`src/startup_seq_pkg.sv`:
```
// Constants, types and decoders shared by the start-up and soft-start sequencer.
package startup_seq_pkg;
   // Clock rate in kHz, so one millisecond is this many cycles.
   localparam int CLK_KHZ = 100000;
   // Memory check time in ms, and the least pre-ramp delay in ms.
   localparam int NVM_CHECK_MS = 5;
   localparam int MIN_DELAY_MS = 2;
   localparam int MS_CYC_DFLT = 1 * CLK_KHZ;
   localparam int NVM_CYC_DFLT = NVM_CHECK_MS * CLK_KHZ;
   // Reference resolution and full-scale code.
   localparam int VREF_STEPS = 1024;
   localparam logic [9:0] VREF_FULL = 10'h3ff;
   // Register byte offsets.
   localparam logic [3:0] ADDR_CTRL = 4'h0;
   localparam logic [3:0] ADDR_DELAY = 4'h4;
   localparam logic [3:0] ADDR_STATUS = 4'h8;
   localparam logic [3:0] ADDR_CONFIG = 4'hc;
   // Control bit positions and reset values.
   localparam int CTRL_RESTORE = 0;
   localparam int CTRL_PRECISE = 1;
   localparam int CTRL_CMD_DLY = 2;
   localparam logic [7:0] DELAY_RST = 8'h00;
   // Series resistor assumed by each trim mode, in units of 10 ohm.
   localparam logic [9:0] SERIES_FIRST = 10'h3e8;
   localparam logic [9:0] SERIES_SECOND = 10'h362;
   // Strap level code and trim mode codes; custom means a measured resistor.
   localparam logic [1:0] LVL_CUSTOM = 2'h3;
   localparam logic [1:0] MODE_STD = 2'h0;
   localparam logic [1:0] MODE_FIRST = 2'h1;
   localparam logic [1:0] MODE_SECOND = 2'h2;
   // Delay in ms by coarse*3+fine, and ramp time in ms by level.
   localparam logic [7:0] DLY_TABLE [9] = '{8'h00, 8'h01, 8'h02, 8'h05, 8'h0a,
      8'h14, 8'h32, 8'h64, 8'hc8};
   localparam logic [7:0] RAMP_TABLE [3] = '{8'h00, 8'h05, 8'h0a};
   // Sequencer states.
   typedef enum logic [2:0] {
      ST_NVM = 3'b000,
      ST_PINS = 3'b001,
      ST_READY = 3'b010,
      ST_DELAY = 3'b011,
      ST_RAMP = 3'b100,
      ST_ON = 3'b101
   } state_t;
   // Strap pins as they arrive at the device.
   typedef struct packed {
      logic trim_second;
      logic [1:0] ramp_strap;
      logic [1:0] delay_coarse_strap;
      logic [1:0] delay_fine_strap;
      logic [1:0] vout_coarse_strap;
      logic [1:0] vout_fine_strap;
   } strap_t;
   // Avalon-MM request from the master.
   typedef struct packed {
      logic [3:0] address;
      logic read;
      logic write;
      logic [31:0] writedata;
      logic [3:0] byteenable;
   } avs_req_t;
   // Nine-way index of a pair of three-level straps.
   function automatic logic [3:0] idx9(input logic [1:0] c, input logic [1:0] f);
      idx9 = 4'({c, 1'b0} + c + f);
   endfunction
endpackage

```
`src/startup_softstart_sequencer.sv`:
```
// Start-up and soft-start sequencer with an Avalon-MM register slave.
`timescale 1ns/1ps
`default_nettype none
module startup_softstart_sequencer #(
   parameter int MS_CYC = startup_seq_pkg::MS_CYC_DFLT,
   parameter int NVM_CYC = startup_seq_pkg::NVM_CYC_DFLT
) (
   // Clock and reset.
   input wire logic I_CLK,
   input wire logic I_RSTN,
   // Pins from the board, asynchronous.
   input wire logic I_ENABLE,
   input wire startup_seq_pkg::strap_t I_STRAPS,
   input wire logic [7:0] I_DLY_RES_MS,
   input wire logic [7:0] I_SS_RES_MS,
   // Stored settings from internal memory, same clock.
   input wire logic I_NVM_HAS_DLY,
   input wire logic [7:0] I_NVM_DLY_MS,
   // Register bus.
   input wire startup_seq_pkg::avs_req_t I_AVS,
   output logic [31:0] O_AVS_READDATA,
   output logic O_AVS_WAITREQUEST,
   // Sequencer outputs.
   output logic O_READY,
   output logic O_RAMPING,
   output logic O_POWER_ON,
   output logic [9:0] O_VREF,
   output logic [1:0] O_TRIM_MODE,
   output logic [3:0] O_VOUT_SEL,
   output logic [9:0] O_SERIES_R
);
   import startup_seq_pkg::*;

   state_t state_r; // Sequencer state.
   logic en_m_r, en_s_r; // Enable synchroniser.
   strap_t st_m_r, st_s_r; // Strap synchroniser.
   logic [7:0] dr_m_r, dr_s_r, sr_m_r, sr_s_r; // Measured resistor values.
   logic [19:0] tmr_r; // Memory check timer.
   logic [16:0] pre_r; // Millisecond prescaler.
   logic tick_r; // One-cycle millisecond tick.
   logic [8:0] dms_r; // Delay milliseconds counted.
   logic [15:0] stp_r; // Ramp step counter.
   logic [7:0] dly_cfg_r, ramp_ms_r, cmd_dly_r; // Loaded delay and ramp time, and commanded delay.
   logic [15:0] ramp_div_r; // Cycles per reference step.
   logic precise_r, cmd_en_r; // Control options.
   logic busy; // Initialisation in progress.
   logic take; // Bus request completes this edge.
   logic restore; // Restore command taken.
   logic [7:0] dly_eff; // Delay after the 2 ms floor.
   logic [8:0] goal; // Ticks to wait in the delay state.
   logic [7:0] ss_ms; // Ramp time from straps.

   // The first stage of each synchroniser feeds only the second stage.
   always_ff @(posedge I_CLK or negedge I_RSTN)
   begin
      if (!I_RSTN)
      begin
         en_m_r <= 1'b0;
         en_s_r <= 1'b0;
         st_m_r <= '0;
         st_s_r <= '0;
         dr_m_r <= 8'h00;
         dr_s_r <= 8'h00;
         sr_m_r <= 8'h00;
         sr_s_r <= 8'h00;
      end
      else
      begin
         en_m_r <= I_ENABLE;
         en_s_r <= en_m_r;
         st_m_r <= I_STRAPS;
         st_s_r <= st_m_r;
         dr_m_r <= I_DLY_RES_MS;
         dr_s_r <= dr_m_r;
         sr_m_r <= I_SS_RES_MS;
         sr_s_r <= sr_m_r;
      end
   end

   // Bus traffic is dropped while the memory and pins load.
   assign busy = (state_r == ST_NVM) || (state_r == ST_PINS);
   assign take = (I_AVS.read || I_AVS.write) && !O_AVS_WAITREQUEST;
   assign restore = take && I_AVS.write && !busy && (I_AVS.address == ADDR_CTRL)
      && I_AVS.byteenable[0] && I_AVS.writedata[CTRL_RESTORE];
   // A short delay is lifted to the floor, a longer one kept whole.
   assign dly_eff = (dly_cfg_r < 8'(MIN_DELAY_MS)) ? 8'(MIN_DELAY_MS) : dly_cfg_r;
   // Free-running ticks may already be partly gone, so one more is counted.
   assign goal = precise_r ? {1'b0, dly_eff} : 9'({1'b0, dly_eff} + 9'h001);
   assign ss_ms = (st_s_r.ramp_strap == LVL_CUSTOM) ? sr_s_r : RAMP_TABLE[st_s_r.ramp_strap];

   // Answer every request one cycle after it appears.
   always_ff @(posedge I_CLK or negedge I_RSTN)
   begin
      if (!I_RSTN)
         O_AVS_WAITREQUEST <= 1'b1;
      else if ((I_AVS.read || I_AVS.write) && O_AVS_WAITREQUEST)
         O_AVS_WAITREQUEST <= 1'b0;
      else
         O_AVS_WAITREQUEST <= 1'b1;
   end

   // Read data is prepared in the wait cycle; unmapped and busy reads give zero.
   always_ff @(posedge I_CLK or negedge I_RSTN)
   begin
      if (!I_RSTN)
         O_AVS_READDATA <= 32'h0000_0000;
      else if (I_AVS.read && O_AVS_WAITREQUEST && !busy)
      begin
         case (I_AVS.address)
            ADDR_CTRL: O_AVS_READDATA <= 32'({cmd_en_r, precise_r, 1'b0});
            ADDR_DELAY: O_AVS_READDATA <= 32'(cmd_dly_r);
            ADDR_STATUS: O_AVS_READDATA <= 32'({O_TRIM_MODE, O_POWER_ON, O_RAMPING,
               O_READY, state_r});
            ADDR_CONFIG: O_AVS_READDATA <= 32'({ramp_ms_r, dly_eff});
            default: O_AVS_READDATA <= 32'h0000_0000;
         endcase
      end
      else
         O_AVS_READDATA <= 32'h0000_0000;
   end

   // Control and command-delay registers accept writes only once ready.
   always_ff @(posedge I_CLK or negedge I_RSTN)
   begin
      if (!I_RSTN)
      begin
         precise_r <= 1'b0;
         cmd_en_r <= 1'b0;
         cmd_dly_r <= DELAY_RST;
      end
      else if (take && I_AVS.write && !busy && I_AVS.byteenable[0])
      begin
         if (I_AVS.address == ADDR_CTRL)
         begin
            precise_r <= I_AVS.writedata[CTRL_PRECISE];
            cmd_en_r <= I_AVS.writedata[CTRL_CMD_DLY];
         end
         if (I_AVS.address == ADDR_DELAY)
            cmd_dly_r <= I_AVS.writedata[7:0];
      end
   end

   // Main sequence: memory check, pin load, ready, delay, ramp, on.
   always_ff @(posedge I_CLK or negedge I_RSTN)
   begin
      if (!I_RSTN)
         state_r <= ST_NVM;
      else if (restore)
         state_r <= ST_NVM;
      else
      begin
         case (state_r)
            ST_NVM: if (tmr_r == 20'(NVM_CYC - 1)) state_r <= ST_PINS;
            ST_PINS: state_r <= ST_READY;
            // Enable starts the sequence only from ready, so a tied-high enable waits.
            ST_READY: if (en_s_r) state_r <= ST_DELAY;
            ST_DELAY:
            begin
               if (!en_s_r)
                  state_r <= ST_READY;
               else if (dms_r >= goal)
                  state_r <= ST_RAMP;
            end
            ST_RAMP:
            begin
               if (!en_s_r)
                  state_r <= ST_READY;
               else if (O_VREF == VREF_FULL)
                  state_r <= ST_ON;
            end
            ST_ON: if (!en_s_r) state_r <= ST_READY;
            default: state_r <= ST_NVM;
         endcase
      end
   end

   // Memory check timer runs only in its own state.
   always_ff @(posedge I_CLK or negedge I_RSTN)
   begin
      if (!I_RSTN)
         tmr_r <= 20'h00000;
      else if (state_r == ST_NVM && !restore)
         tmr_r <= 20'(tmr_r + 20'h00001);
      else
         tmr_r <= 20'h00000;
   end

   // Millisecond prescaler; in precise mode it restarts at enable.
   always_ff @(posedge I_CLK or negedge I_RSTN)
   begin
      if (!I_RSTN)
      begin
         pre_r <= 17'h00000;
         tick_r <= 1'b0;
      end
      else if ((state_r == ST_READY && en_s_r && precise_r) || pre_r == 17'(MS_CYC - 1))
      begin
         pre_r <= 17'h00000;
         tick_r <= (pre_r == 17'(MS_CYC - 1));
      end
      else
      begin
         pre_r <= 17'(pre_r + 17'h00001);
         tick_r <= 1'b0;
      end
   end

   // Delay milliseconds, counted from the enable edge.
   always_ff @(posedge I_CLK or negedge I_RSTN)
   begin
      if (!I_RSTN)
         dms_r <= 9'h000;
      else if (state_r != ST_DELAY)
         dms_r <= 9'h000;
      else if (tick_r && dms_r != 9'h1ff)
         dms_r <= 9'(dms_r + 9'h001);
   end

   // Settings are loaded once per start-up or restore; after that only the delay changes, taking the command delay when it is enabled.
   always_ff @(posedge I_CLK or negedge I_RSTN)
   begin
      if (!I_RSTN)
      begin
         dly_cfg_r <= DELAY_RST;
         ramp_ms_r <= 8'h00;
         ramp_div_r <= 16'h0000;
         O_TRIM_MODE <= MODE_STD;
         O_VOUT_SEL <= 4'h0;
         O_SERIES_R <= 10'h000;
      end
      else if (state_r == ST_PINS)
      begin
         if (I_NVM_HAS_DLY)
            dly_cfg_r <= I_NVM_DLY_MS;
         else if (st_s_r.delay_fine_strap == LVL_CUSTOM)
            dly_cfg_r <= dr_s_r;
         else
            dly_cfg_r <= DLY_TABLE[idx9(st_s_r.delay_coarse_strap,
               st_s_r.delay_fine_strap)];
         ramp_ms_r <= ss_ms;
         ramp_div_r <= 16'((32'(ss_ms) * MS_CYC) / VREF_STEPS);
         if (st_s_r.vout_fine_strap == LVL_CUSTOM)
         begin
            // Trim modes steer the output setting from the coarse strap only.
            O_TRIM_MODE <= st_s_r.trim_second ? MODE_SECOND : MODE_FIRST;
            O_SERIES_R <= st_s_r.trim_second ? SERIES_SECOND : SERIES_FIRST;
            O_VOUT_SEL <= {2'b00, st_s_r.vout_coarse_strap};
         end
         else
         begin
            O_TRIM_MODE <= MODE_STD;
            O_SERIES_R <= 10'h000;
            O_VOUT_SEL <= idx9(st_s_r.vout_coarse_strap, st_s_r.vout_fine_strap);
         end
      end
      else if (cmd_en_r && !busy)
         dly_cfg_r <= cmd_dly_r;
   end

   // Reference ramp: steps up while ramping and clears to zero on disable or restore; a zero divider jumps to full scale.
   always_ff @(posedge I_CLK or negedge I_RSTN)
   begin
      if (!I_RSTN)
      begin
         O_VREF <= 10'h000;
         stp_r <= 16'h0000;
      end
      else if (state_r == ST_RAMP && en_s_r && !restore)
      begin
         if (ramp_div_r == 16'h0000)
            O_VREF <= VREF_FULL;
         else if (stp_r >= 16'(ramp_div_r - 16'h0001))
         begin
            stp_r <= 16'h0000;
            if (O_VREF != VREF_FULL)
               O_VREF <= 10'(O_VREF + 10'h001);
         end
         else
            stp_r <= 16'(stp_r + 16'h0001);
      end
      else if (state_r != ST_ON || !en_s_r || restore)
      begin
         O_VREF <= 10'h000;
         stp_r <= 16'h0000;
      end
   end

   // Ready looks one state ahead so it stands with the ready state; the others lag one cycle.
   always_ff @(posedge I_CLK or negedge I_RSTN)
   begin
      if (!I_RSTN)
      begin
         O_READY <= 1'b0;
         O_RAMPING <= 1'b0;
         O_POWER_ON <= 1'b0;
      end
      else
      begin
         O_READY <= (state_r != ST_NVM) && !restore;
         O_RAMPING <= (state_r == ST_RAMP) && en_s_r && !restore;
         O_POWER_ON <= (state_r == ST_ON) && en_s_r && !restore;
      end
   end

   // Checks.
   logic [24:0] dcyc_r; // Cycles spent in the delay state.
   always_ff @(posedge I_CLK or negedge I_RSTN)
   begin
      if (!I_RSTN)
         dcyc_r <= 25'h0000000;
      else if (state_r == ST_DELAY)
         dcyc_r <= 25'(dcyc_r + 25'h0000001);
      else
         dcyc_r <= 25'h0000000;
   end
endmodule // startup_softstart_sequencer
`default_nettype wire

```
`config.mk`:
```
export PLATFORM = sky130hd
export DESIGN_NAME = startup_softstart_sequencer
export DESIGN_NICKNAME = d
export VERILOG_FILES = /design/src/startup_seq_pkg.sv /design/src/startup_softstart_sequencer.sv
export SDC_FILE = /design/constraint.sdc
export NUM_CORES = 1
export LEC_CHECK = 0
export ABC_AREA = 1
export BUFFER_PORTS_ARGS = -buffer_cell sky130_fd_sc_hd__buf_4
export CAP_MARGIN = 20
export CORE_MARGIN = 2
export CORE_UTILIZATION = 35
export CTS_CLUSTER_SIZE = 10
export DETAILED_ROUTE_END_ITERATION = 6
export PLACE_DENSITY_LB_ADDON = 0.12
export REMOVE_ABC_BUFFERS = 1
export SLEW_MARGIN = 15
export SYNTH_ARGS = -nofsm -noshare
export SYNTH_HDL_FRONTEND = slang
export SYNTH_SLANG_ARGS = --single-unit
```
`constraint.sdc`:
```
create_clock -name I_CLK -period 5.1 [get_ports I_CLK]
set_input_delay 0.255 -clock I_CLK [delete_from_list [all_inputs] [get_ports I_CLK]]
set_output_delay 0.255 -clock I_CLK [all_outputs]
set_load 0.01 [all_outputs]
```
==> metrics.md, run 1 <==
| Metric | Value |
|---|---|
| Status | finished clean |
| Layout cells sized above 1 | roughly an eighth |
| Worst Max-Slew Pin Slew | a little over 800 ps |
| P per Cell Area | 242 mW/mm^2 |
| Setup Total Neg Slack | 0 ps |
| CTS HTree Levels | 4 |
| Hold buffer count at CTS | 31 |
| FP Rows | between 60 and 70 |
| Drt wl/cell | 13.5 um |
| Die width | approximately 190 um |
| Routed wire length | about 27000 um |
| # IOs | 143 |
| Clock root buffer | clkbuf_16 |
| Global-route wire length before repair | 45700 um |
| GRT Overall Usage | between 15 and 20% |
| Synth Warn # | 0 |
| Max_cap viols | 0 |
| Fmax | 251 MHz |
| Die footprint | roughly 0.035 sq mm |
| Port bufs | 96 |
| Critical path fanouts, max | 5 |
| Core area | ~0.033 sq mm |
| Fin cells | roughly 2000 |
| Top-area cell type share of the netlist area | ~42% |
| Max VDD drop | 0.000227 V |
| CTS max path bufs | 2 |
| Fin crit share | about four fifths |
| Vias in the first global route | 9069 |
| CTS clk-pin slew, worst paths | 80 ps |
| Post-synth ARST share | 100% |
| Hold Path Class | input pin to register |
| Filler cell count | roughly 3400 |
| Yosys cell types | 52 |
| Final Hold Fails | 0 |
| Synth top area cells | dfrtp_1, ha_1, nand2_1 |
| Grt ovf | 0 |
| Min Tclk post-route | 3990 ps |
| Leakage | between 7 and 8 nW |
| Total power | between 3 and 4 mW |
| Area grow syn2layout | 16.7% |
| Worst Setup Start Kind | register |
| Final nets | 1700 |
| CTS tree | built |
| Ant. Diodes | 0 |
| Critical Path RT | around 5400 ps |
| Post-synthesis sequential area ratio | 42.4% |
| Detailed placer's ending HPWL | a little over 20000 um |
| Clk sinks | 200 |
| DP Cell Count | roughly 1900 |
| Vias post-DR | 9143 |
| Ys flop type | dfrtp_1 |
| Total CTS buffers | 17 |
| Flops & latches, synth | 200 |
| Cell area after synthesis | between 0.01 and 0.015 sq mm |
| Max-slew violation count | 0 |
| Setup CP Type | register to register |
| Insertion delay to the later sink of the worst-skew pair | 440 ps |
| Post-synth EDFFs | 0 |
| Avg Vias per Cell | approximately 4.6 |
| Slew HR | between 40% and 50% |
| Post-route ant nets | 0 |
| Post-Syn Instances | about 1400 |
| Initial antenna violation count | 0 |
| Post-CTS sizing | 0 |
| Post-Syn Area per Cell | 8.49 sq um |
| Initial Util | between 30% and 40% |
| DIE HEIGHT | roughly 190 um |
| DR iter-0 viols | roughly 450 |
| Post-route DRC | 0 |
| Area leader, netlist | dfrtp_1 |
| Setup violations, final | 0 |
| DR pass1 iterations | 5 |
| Final core occ | between 40% and 50% |
| WHS | 45.5 ps |
| Data arrival time of the worst path | approximately 4300 ps |
| Pin count of the biggest net entering global routing | roughly 110 |
| GP Congestion | 0.821 |
| Fin Clk Skew | 13.2 ps |
| Setup Fix Bufs, Post-CTS | 0 |
| RSZ-0062 raised after global routing | false |
| Critical Path Sink Type | register |
[power by group]
group	switching (mW)	total, mW	internal (mW)	leakage, nW
registers	0.00902	1.62	1.61	2.59
logic	0.229	0.381	0.153	4.15
clock network	0.647	1.34	0.692	0.273
total	0.884	3.34	2.45	7.01
[through the flow]
stage	setup slack [ps]	area [sq um]
after global placement	1130	12900
after detailed placement	1080	12900
after CTS	1020	13800
final	1110	13800
after global routing	802	13800
after floorplan	1490	11600
[worst max-delay path, cell delays in order (launching register included)]
cell,delay [ps]
dfrtp_1,380
nand2_1,110
nor2_1,400
ha_1,350
ha_1,290
inv_1,50
fa_1,480
fa_1,540
inv_1,40
ha_1,360
nand3_1,90
nand3_1,150
a21oi_1,250
nand3b_1,170
nand3_1,80
nand3_1,90
nand2_1,60
[state kept, by name, indices dropped and copies added (netlist names), 10 cells and up]
| name | cells |
|---|---|
| st_s_r | 11 |
| O_AVS_READDATA | 16 |
| ramp_div_r | 15 |
| st_m_r | 11 |
| tmr_r | 20 |
| pre_r | 17 |
| O_VREF | 10 |
| stp_r | 16 |
[cell usage in the layout (no fill, tap or decap), types with 5 or more instances in the layout]
cell / count
ha_1: 90
dfrtp_1: 199
nand2_1: 287
nor4_1: 7
a31oi_1: 6
nor2_1: 141
fa_1: 16
o21ai_1: 7
nand3b_1: 7
conb_1: 19
mux2_2: 6
xor2_1: 41
buf_4: 97
nand3_2: 10
dlygate4sd3_1: 31
clkbuf_16: 17
xnor2_1: 13
inv_1: 192
inv_2: 9
nand4_1: 19
nor3b_1: 5
or2_2: 5
nor2_2: 6
a21oi_1: 54
o22ai_2: 11
nor3_1: 35
o21ai_0: 62
nand3_1: 70
o211ai_1: 5
[synthesized netlist by cell type (3+ instances only)]
cell type / number
buf_6: 3
nand3_2: 10
mux2_2: 6
inv_2: 9
o221ai_1: 4
or2_2: 5
buf_2: 6
o22ai_2: 11
nand3_1: 70
fa_1: 16
buf_4: 27
o21ai_1: 7
xor2_1: 41
nor2_2: 6
nor2_1: 141
a21oi_1: 54
xnor2_1: 13
nor3b_1: 5
and3_1: 4
inv_1: 192
nor3_1: 35
nor4_1: 7
o21a_1: 3
a31oi_1: 6
a21o_1: 3
nand2_1: 287
o21ai_0: 62
o211ai_1: 5
clkbuf_1: 9
nand4_1: 19
nand3b_1: 7
dfrtp_1: 199
ha_1: 90
nand2_2: 4
o21bai_1: 4
[path summary, 6_finish.rpt]
check	start	endpoint	slack, ps	cells past startpoint
max in group asynchronous	I_RSTN	sr_s_r[7]	3580	3
worst max-delay path	st_s_r[8]	ramp_div_r[13]	1110	16
worst max register to register	st_s_r[8]	ramp_div_r[13]	1110	16
worst min-delay path	I_AVS[10]	cmd_dly_r[6]	50	2
min in group asynchronous	I_RSTN	tmr_r[4]	460	2
worst min register to register	sr_m_r[2]	sr_s_r[2]	350	0
[metal layers]
metal | track usage, % | part of all wire (%)
met3 | 2.81 | 3.7
met5 | 0 | 0
met2 | 25.4 | 46
met4 | 4.12 | 1.1
met1 | 22.4 | 50
[area by class of cell]
class / count / area [sq um] / share of cell area (%)
multi-input cells: 963 / 5820 / 42.2
flip-flops and latches: 200 / 5010 / 36.3
repair buffers: 130 / 1070 / 7.78
inverters: 201 / 754 / 5.47
well taps: 448 / 561 / 4.07
clock buffers: 19 / 433 / 3.14
clock inverters: 13 / 143 / 1.03
[cell families after synthesis]
logic type	after synthesis	synth area share (%)
AND/OR/NAND/NOR	609	23.2
buffers and inverters	247	8.97
flip-flops	200	42.4
AO/OA/AOI/OAI	169	8.66
adder cells (fa/ha/maj)	106	12.2
XOR/XNOR	54	4.00
multiplexers	6	0.572
other	1	0.0317
Note: power is estimated with default switching activity, not from simulation.
==> run 2: changes to the inputs <==
==> constraint.sdc (replaced) <==
create_clock -name I_CLK -period 3.3 [get_ports I_CLK]
set_input_delay 0.165 -clock I_CLK [delete_from_list [all_inputs] [get_ports I_CLK]]
set_output_delay 0.165 -clock I_CLK [all_outputs]
set_load 0.01 [all_outputs]
==> metrics.md, run 2 (same netlist as run 1, synthesis figures left out) <==
| Metric | Value |
|---|---|
| Initial Util | 35.4% (unchanged) |
| Insertion delay to the later sink of the worst-skew pair | 440 ps (about the same) |
| Clock power share | 37.7% (-2.4 points) |
| CP delay by family, top | adder cells |
| Fin crit share | 103% (+24 points) |
| Worst Path Buf+Inv | 4 (+2) |
| CTS HTree Levels | 4 (unchanged) |
| Detailed placer's ending HPWL | 21100 um (+4.6%) |
| Critical Path RT | 3640 ps (-1800 ps) |
| Most flops, register | tmr_r |
| Final nets | 1778 (+4.6%) |
| Fin cells | 2052 (+4.0%) |
| Switch Pwr | 1.57 mW (+78%) |
| Clock root buffer | clkbuf_16 |
| CTS clk-pin slew, worst paths | 80 ps (about the same) |
| DR pass1 iterations | 5 (unchanged) |
| Data arrival time of the worst path | 3730 ps (-600 ps) |
| Hold Path Class | input pin to register |
| Combinational share of power | 17.2% (+5.8 points) |
| Fin Clk Skew | 13.0 ps (-0.242 ps) |
| Post-route ant nets | 0 (unchanged) |
| Max-slew violation count | 0 (unchanged) |
| Worst r2r path cells | 21 (+5) |
| Placed Area | 0.0134 sq mm (+3.8%) |
| Worst Max-Slew Pin Slew | 736 ps (-95.2 ps) |
| Clk sinks | 200 (unchanged) |
| Worst Setup Start Kind | register |
| Setup CP Type | register to register |
| R2R Setup Slk | -90 ps (-1200 ps) |
| Avg Vias per Cell | 4.63 (-0.13%) |
| Most frequent cells in the layout | nand2_1, dfrtp_1, inv_1, buf_4, nor2_1 |
| Pint | 3.97 mW (+62%) |
| Layout cells sized above 1 | 22.3% (+9.7 points) |
| Vias post-DR | 9492 (+3.8%) |
| Routed wire length | 28100 um (+5.3%) |
| Min Tclk post-route | 3390 ps (-600 ps) |
| Critical Path Sink Type | register |
| FP Rows | 67 (unchanged) |
| # IOs | 143 (unchanged) |
| PnR worst setup slack | -90.0 ps (-1200 ps) |
| CTS tree | built |
| Max_cap viols | 0 (unchanged) |
| RSZ-0062 raised after global routing | true |
| Setup violations, final | 9 (+9) |
| DIE HEIGHT | 188 um (unchanged) |
| Grt ovf | 0 (unchanged) |
| Die width | 188 um (unchanged) |
| Post-route DRC | 0 (unchanged) |
| Critical path fanouts, max | 4 (-1) |
| Global-route wire length before repair | 48700 um (+6.6%) |
| Die footprint | 0.0353 sq mm (unchanged) |
| Pin count of the biggest net entering global routing | 82 (-26%) |
| Initial antenna violation count | 0 (unchanged) |
| Ant. Diodes | 0 (unchanged) |
| CP Depth | 21 (+5) |
| Slew HR | 50.9% (+6.5 points) |
| Port bufs | 96 (unchanged) |
| Seq pwr share | 45.1% (-3.4 points) |
| Sw frac | 28.4% (+1.9 points) |
| Total CTS buffers | 17 (unchanged) |
| Commonest non-fill, non-tap cell in the layout | nand2_1 |
| Reg2Reg Capture Point | ramp_div_r[14] |
| Area grow syn2layout | 26.4% |
| Max VDD drop | 0.000380 V (+68%) |
| Violated checks | negative setup slack |
| Status | complete, but fails checks |
| Drt wl/cell | 13.7 um (+1.3%) |
| CTS max path bufs | 2 (unchanged) |
| DP Cell Count | 1976 (+3.4%) |
| Vias in the first global route | 9552 (+5.3%) |
| GRT Overall Usage | 17.0% (+1.1 points) |
| CP max stage delay | 550 ps (about the same) |
| GP Congestion | 0.834 (+1.6%) |
| Max reg flops | 20 (unchanged) |
| Biggest regs | tmr_r (20), pre_r (17) |
| Leakage | 7.41 nW (+5.8%) |
| CP Cell Sequence | nand2_4 -> buf_6 -> inv_1 -> nand2_4 -> ha_4 -> ha_1 -> inv_1 -> fa_1 -> inv_1 -> fa_2 -> ha_4 -> nand2_2 -> nand2_2 -> nand2_2 -> nand3_2 -> nand2_1 -> nand2_1 -> nor2_2 -> nand3_1 -> nand3_1 -> nand2_1 |
| Worst reg2reg path startpoint | st_s_r[9] |
| Worst Setup SP | st_s_r[9] |
| Fmax | 295 MHz (+18%) |
| Core area | 0.0334 sq mm (unchanged) |
| Critical Path End | ramp_div_r[14] |
| DR iter-0 viols | 468 (+4.2%) |
| Final Hold Fails | 0 (unchanged) |
| P per Cell Area | 371 mW/mm^2 (+53%) |
| Final instance area | 0.0149 sq mm (+8.4%) |
| CP max-delay cell | fa_2 |
run 2: cell count changes in the layout (fill, tap and decap cells not counted), sizes merged:
| cell | previous run | this run |
|---|---|---|
| buf | 98 | 168 |
| bufinv | 1 | 0 |
| clkbuf | 20 | 19 |
| clkinv | 4 | 3 |
| clkinvlp | 3 | 1 |
| dlygate4sd3 | 31 | 39 |
| inv | 206 | 211 |
run 2: power groups by stage:
stage	combinational (mW)	clock (mW)	sequential (mW)
final	0.954	2.09	2.50
after global routing	1.07	2.26	2.51
after CTS	0.906	2.15	2.50
after detailed placement	0.684	0	2.55
after global placement	0.687	0	2.55
after floorplan	0.356	0	2.55
run 2: worst min path at each step:
| stage | startpoint | end | slack [ps] | depth (start not counted) |
|---|---|---|---|---|
| after floorplan | I_RSTN | O_AVS_READDATA[0] | -130 | 0 |
| after global placement | I_RSTN | tmr_r[3] | 260 | 1 |
| after detailed placement | I_RSTN | tmr_r[3] | 250 | 1 |
| after CTS | I_NVM_DLY_MS[5] | dly_cfg_r[5] | 10 | 3 |
| after global routing | I_NVM_DLY_MS[5] | dly_cfg_r[5] | 10 | 3 |
| final | I_NVM_DLY_MS[5] | dly_cfg_r[5] | 30 | 3 |
run 2: metrics by stage:
step	setup TNS, ps	hold slack (ps)	setup slack, ps	total power [mW]	util [%]
after global routing	-2780	11.5	-303	5.83	44.8
after detailed placement	-3790	252	-364	3.23	40.1
after global placement	-3390	262	-336	3.24	40.1
final	-545	34.0	-90.0	5.54	44.8
after floorplan	-1750	-131	-314	2.90	-
after CTS	-689	12.7	-119	5.56	44.3
run 2: routing by layer:
layer  wire length (um)  global-route usage, %  share of wire [%]
met5                  0                      0                  0
met4                306                   3.88                1.1
met3               1010                   3.05                3.6
met2              12900                   27.0                 46
met1              13900                   24.2                 50
run 2: cell type report:
class,count,area (sq um)
timing repair buffer,208,1690
inverter,201,757
multi-input combinational,963,6350
clock buffer,18,429
clock inverter,14,146
fill,3342,18400
sequential,200,5010
tap,448,561
run 2: timing repair:
item,CTS,global route
hold buffers,39,0
gates resized for setup,87,36
setup endpoints to repair,13,42
buffers inserted,3,2
gates cloned,0,0
pin swaps,41,21
hold endpoints to repair,116,0
run 2: worst reg2reg max path, delay by kind of cell, from the launching register on:
| family | cells | cell delay (ps) |
|---|---|---|
| flip-flops | 1 | 420 |
| buffers and inverters | 4 | 320 |
| AND/OR/NAND/NOR | 12 | 870 |
| adder cells (fa/ha/maj) | 5 | 1690 |
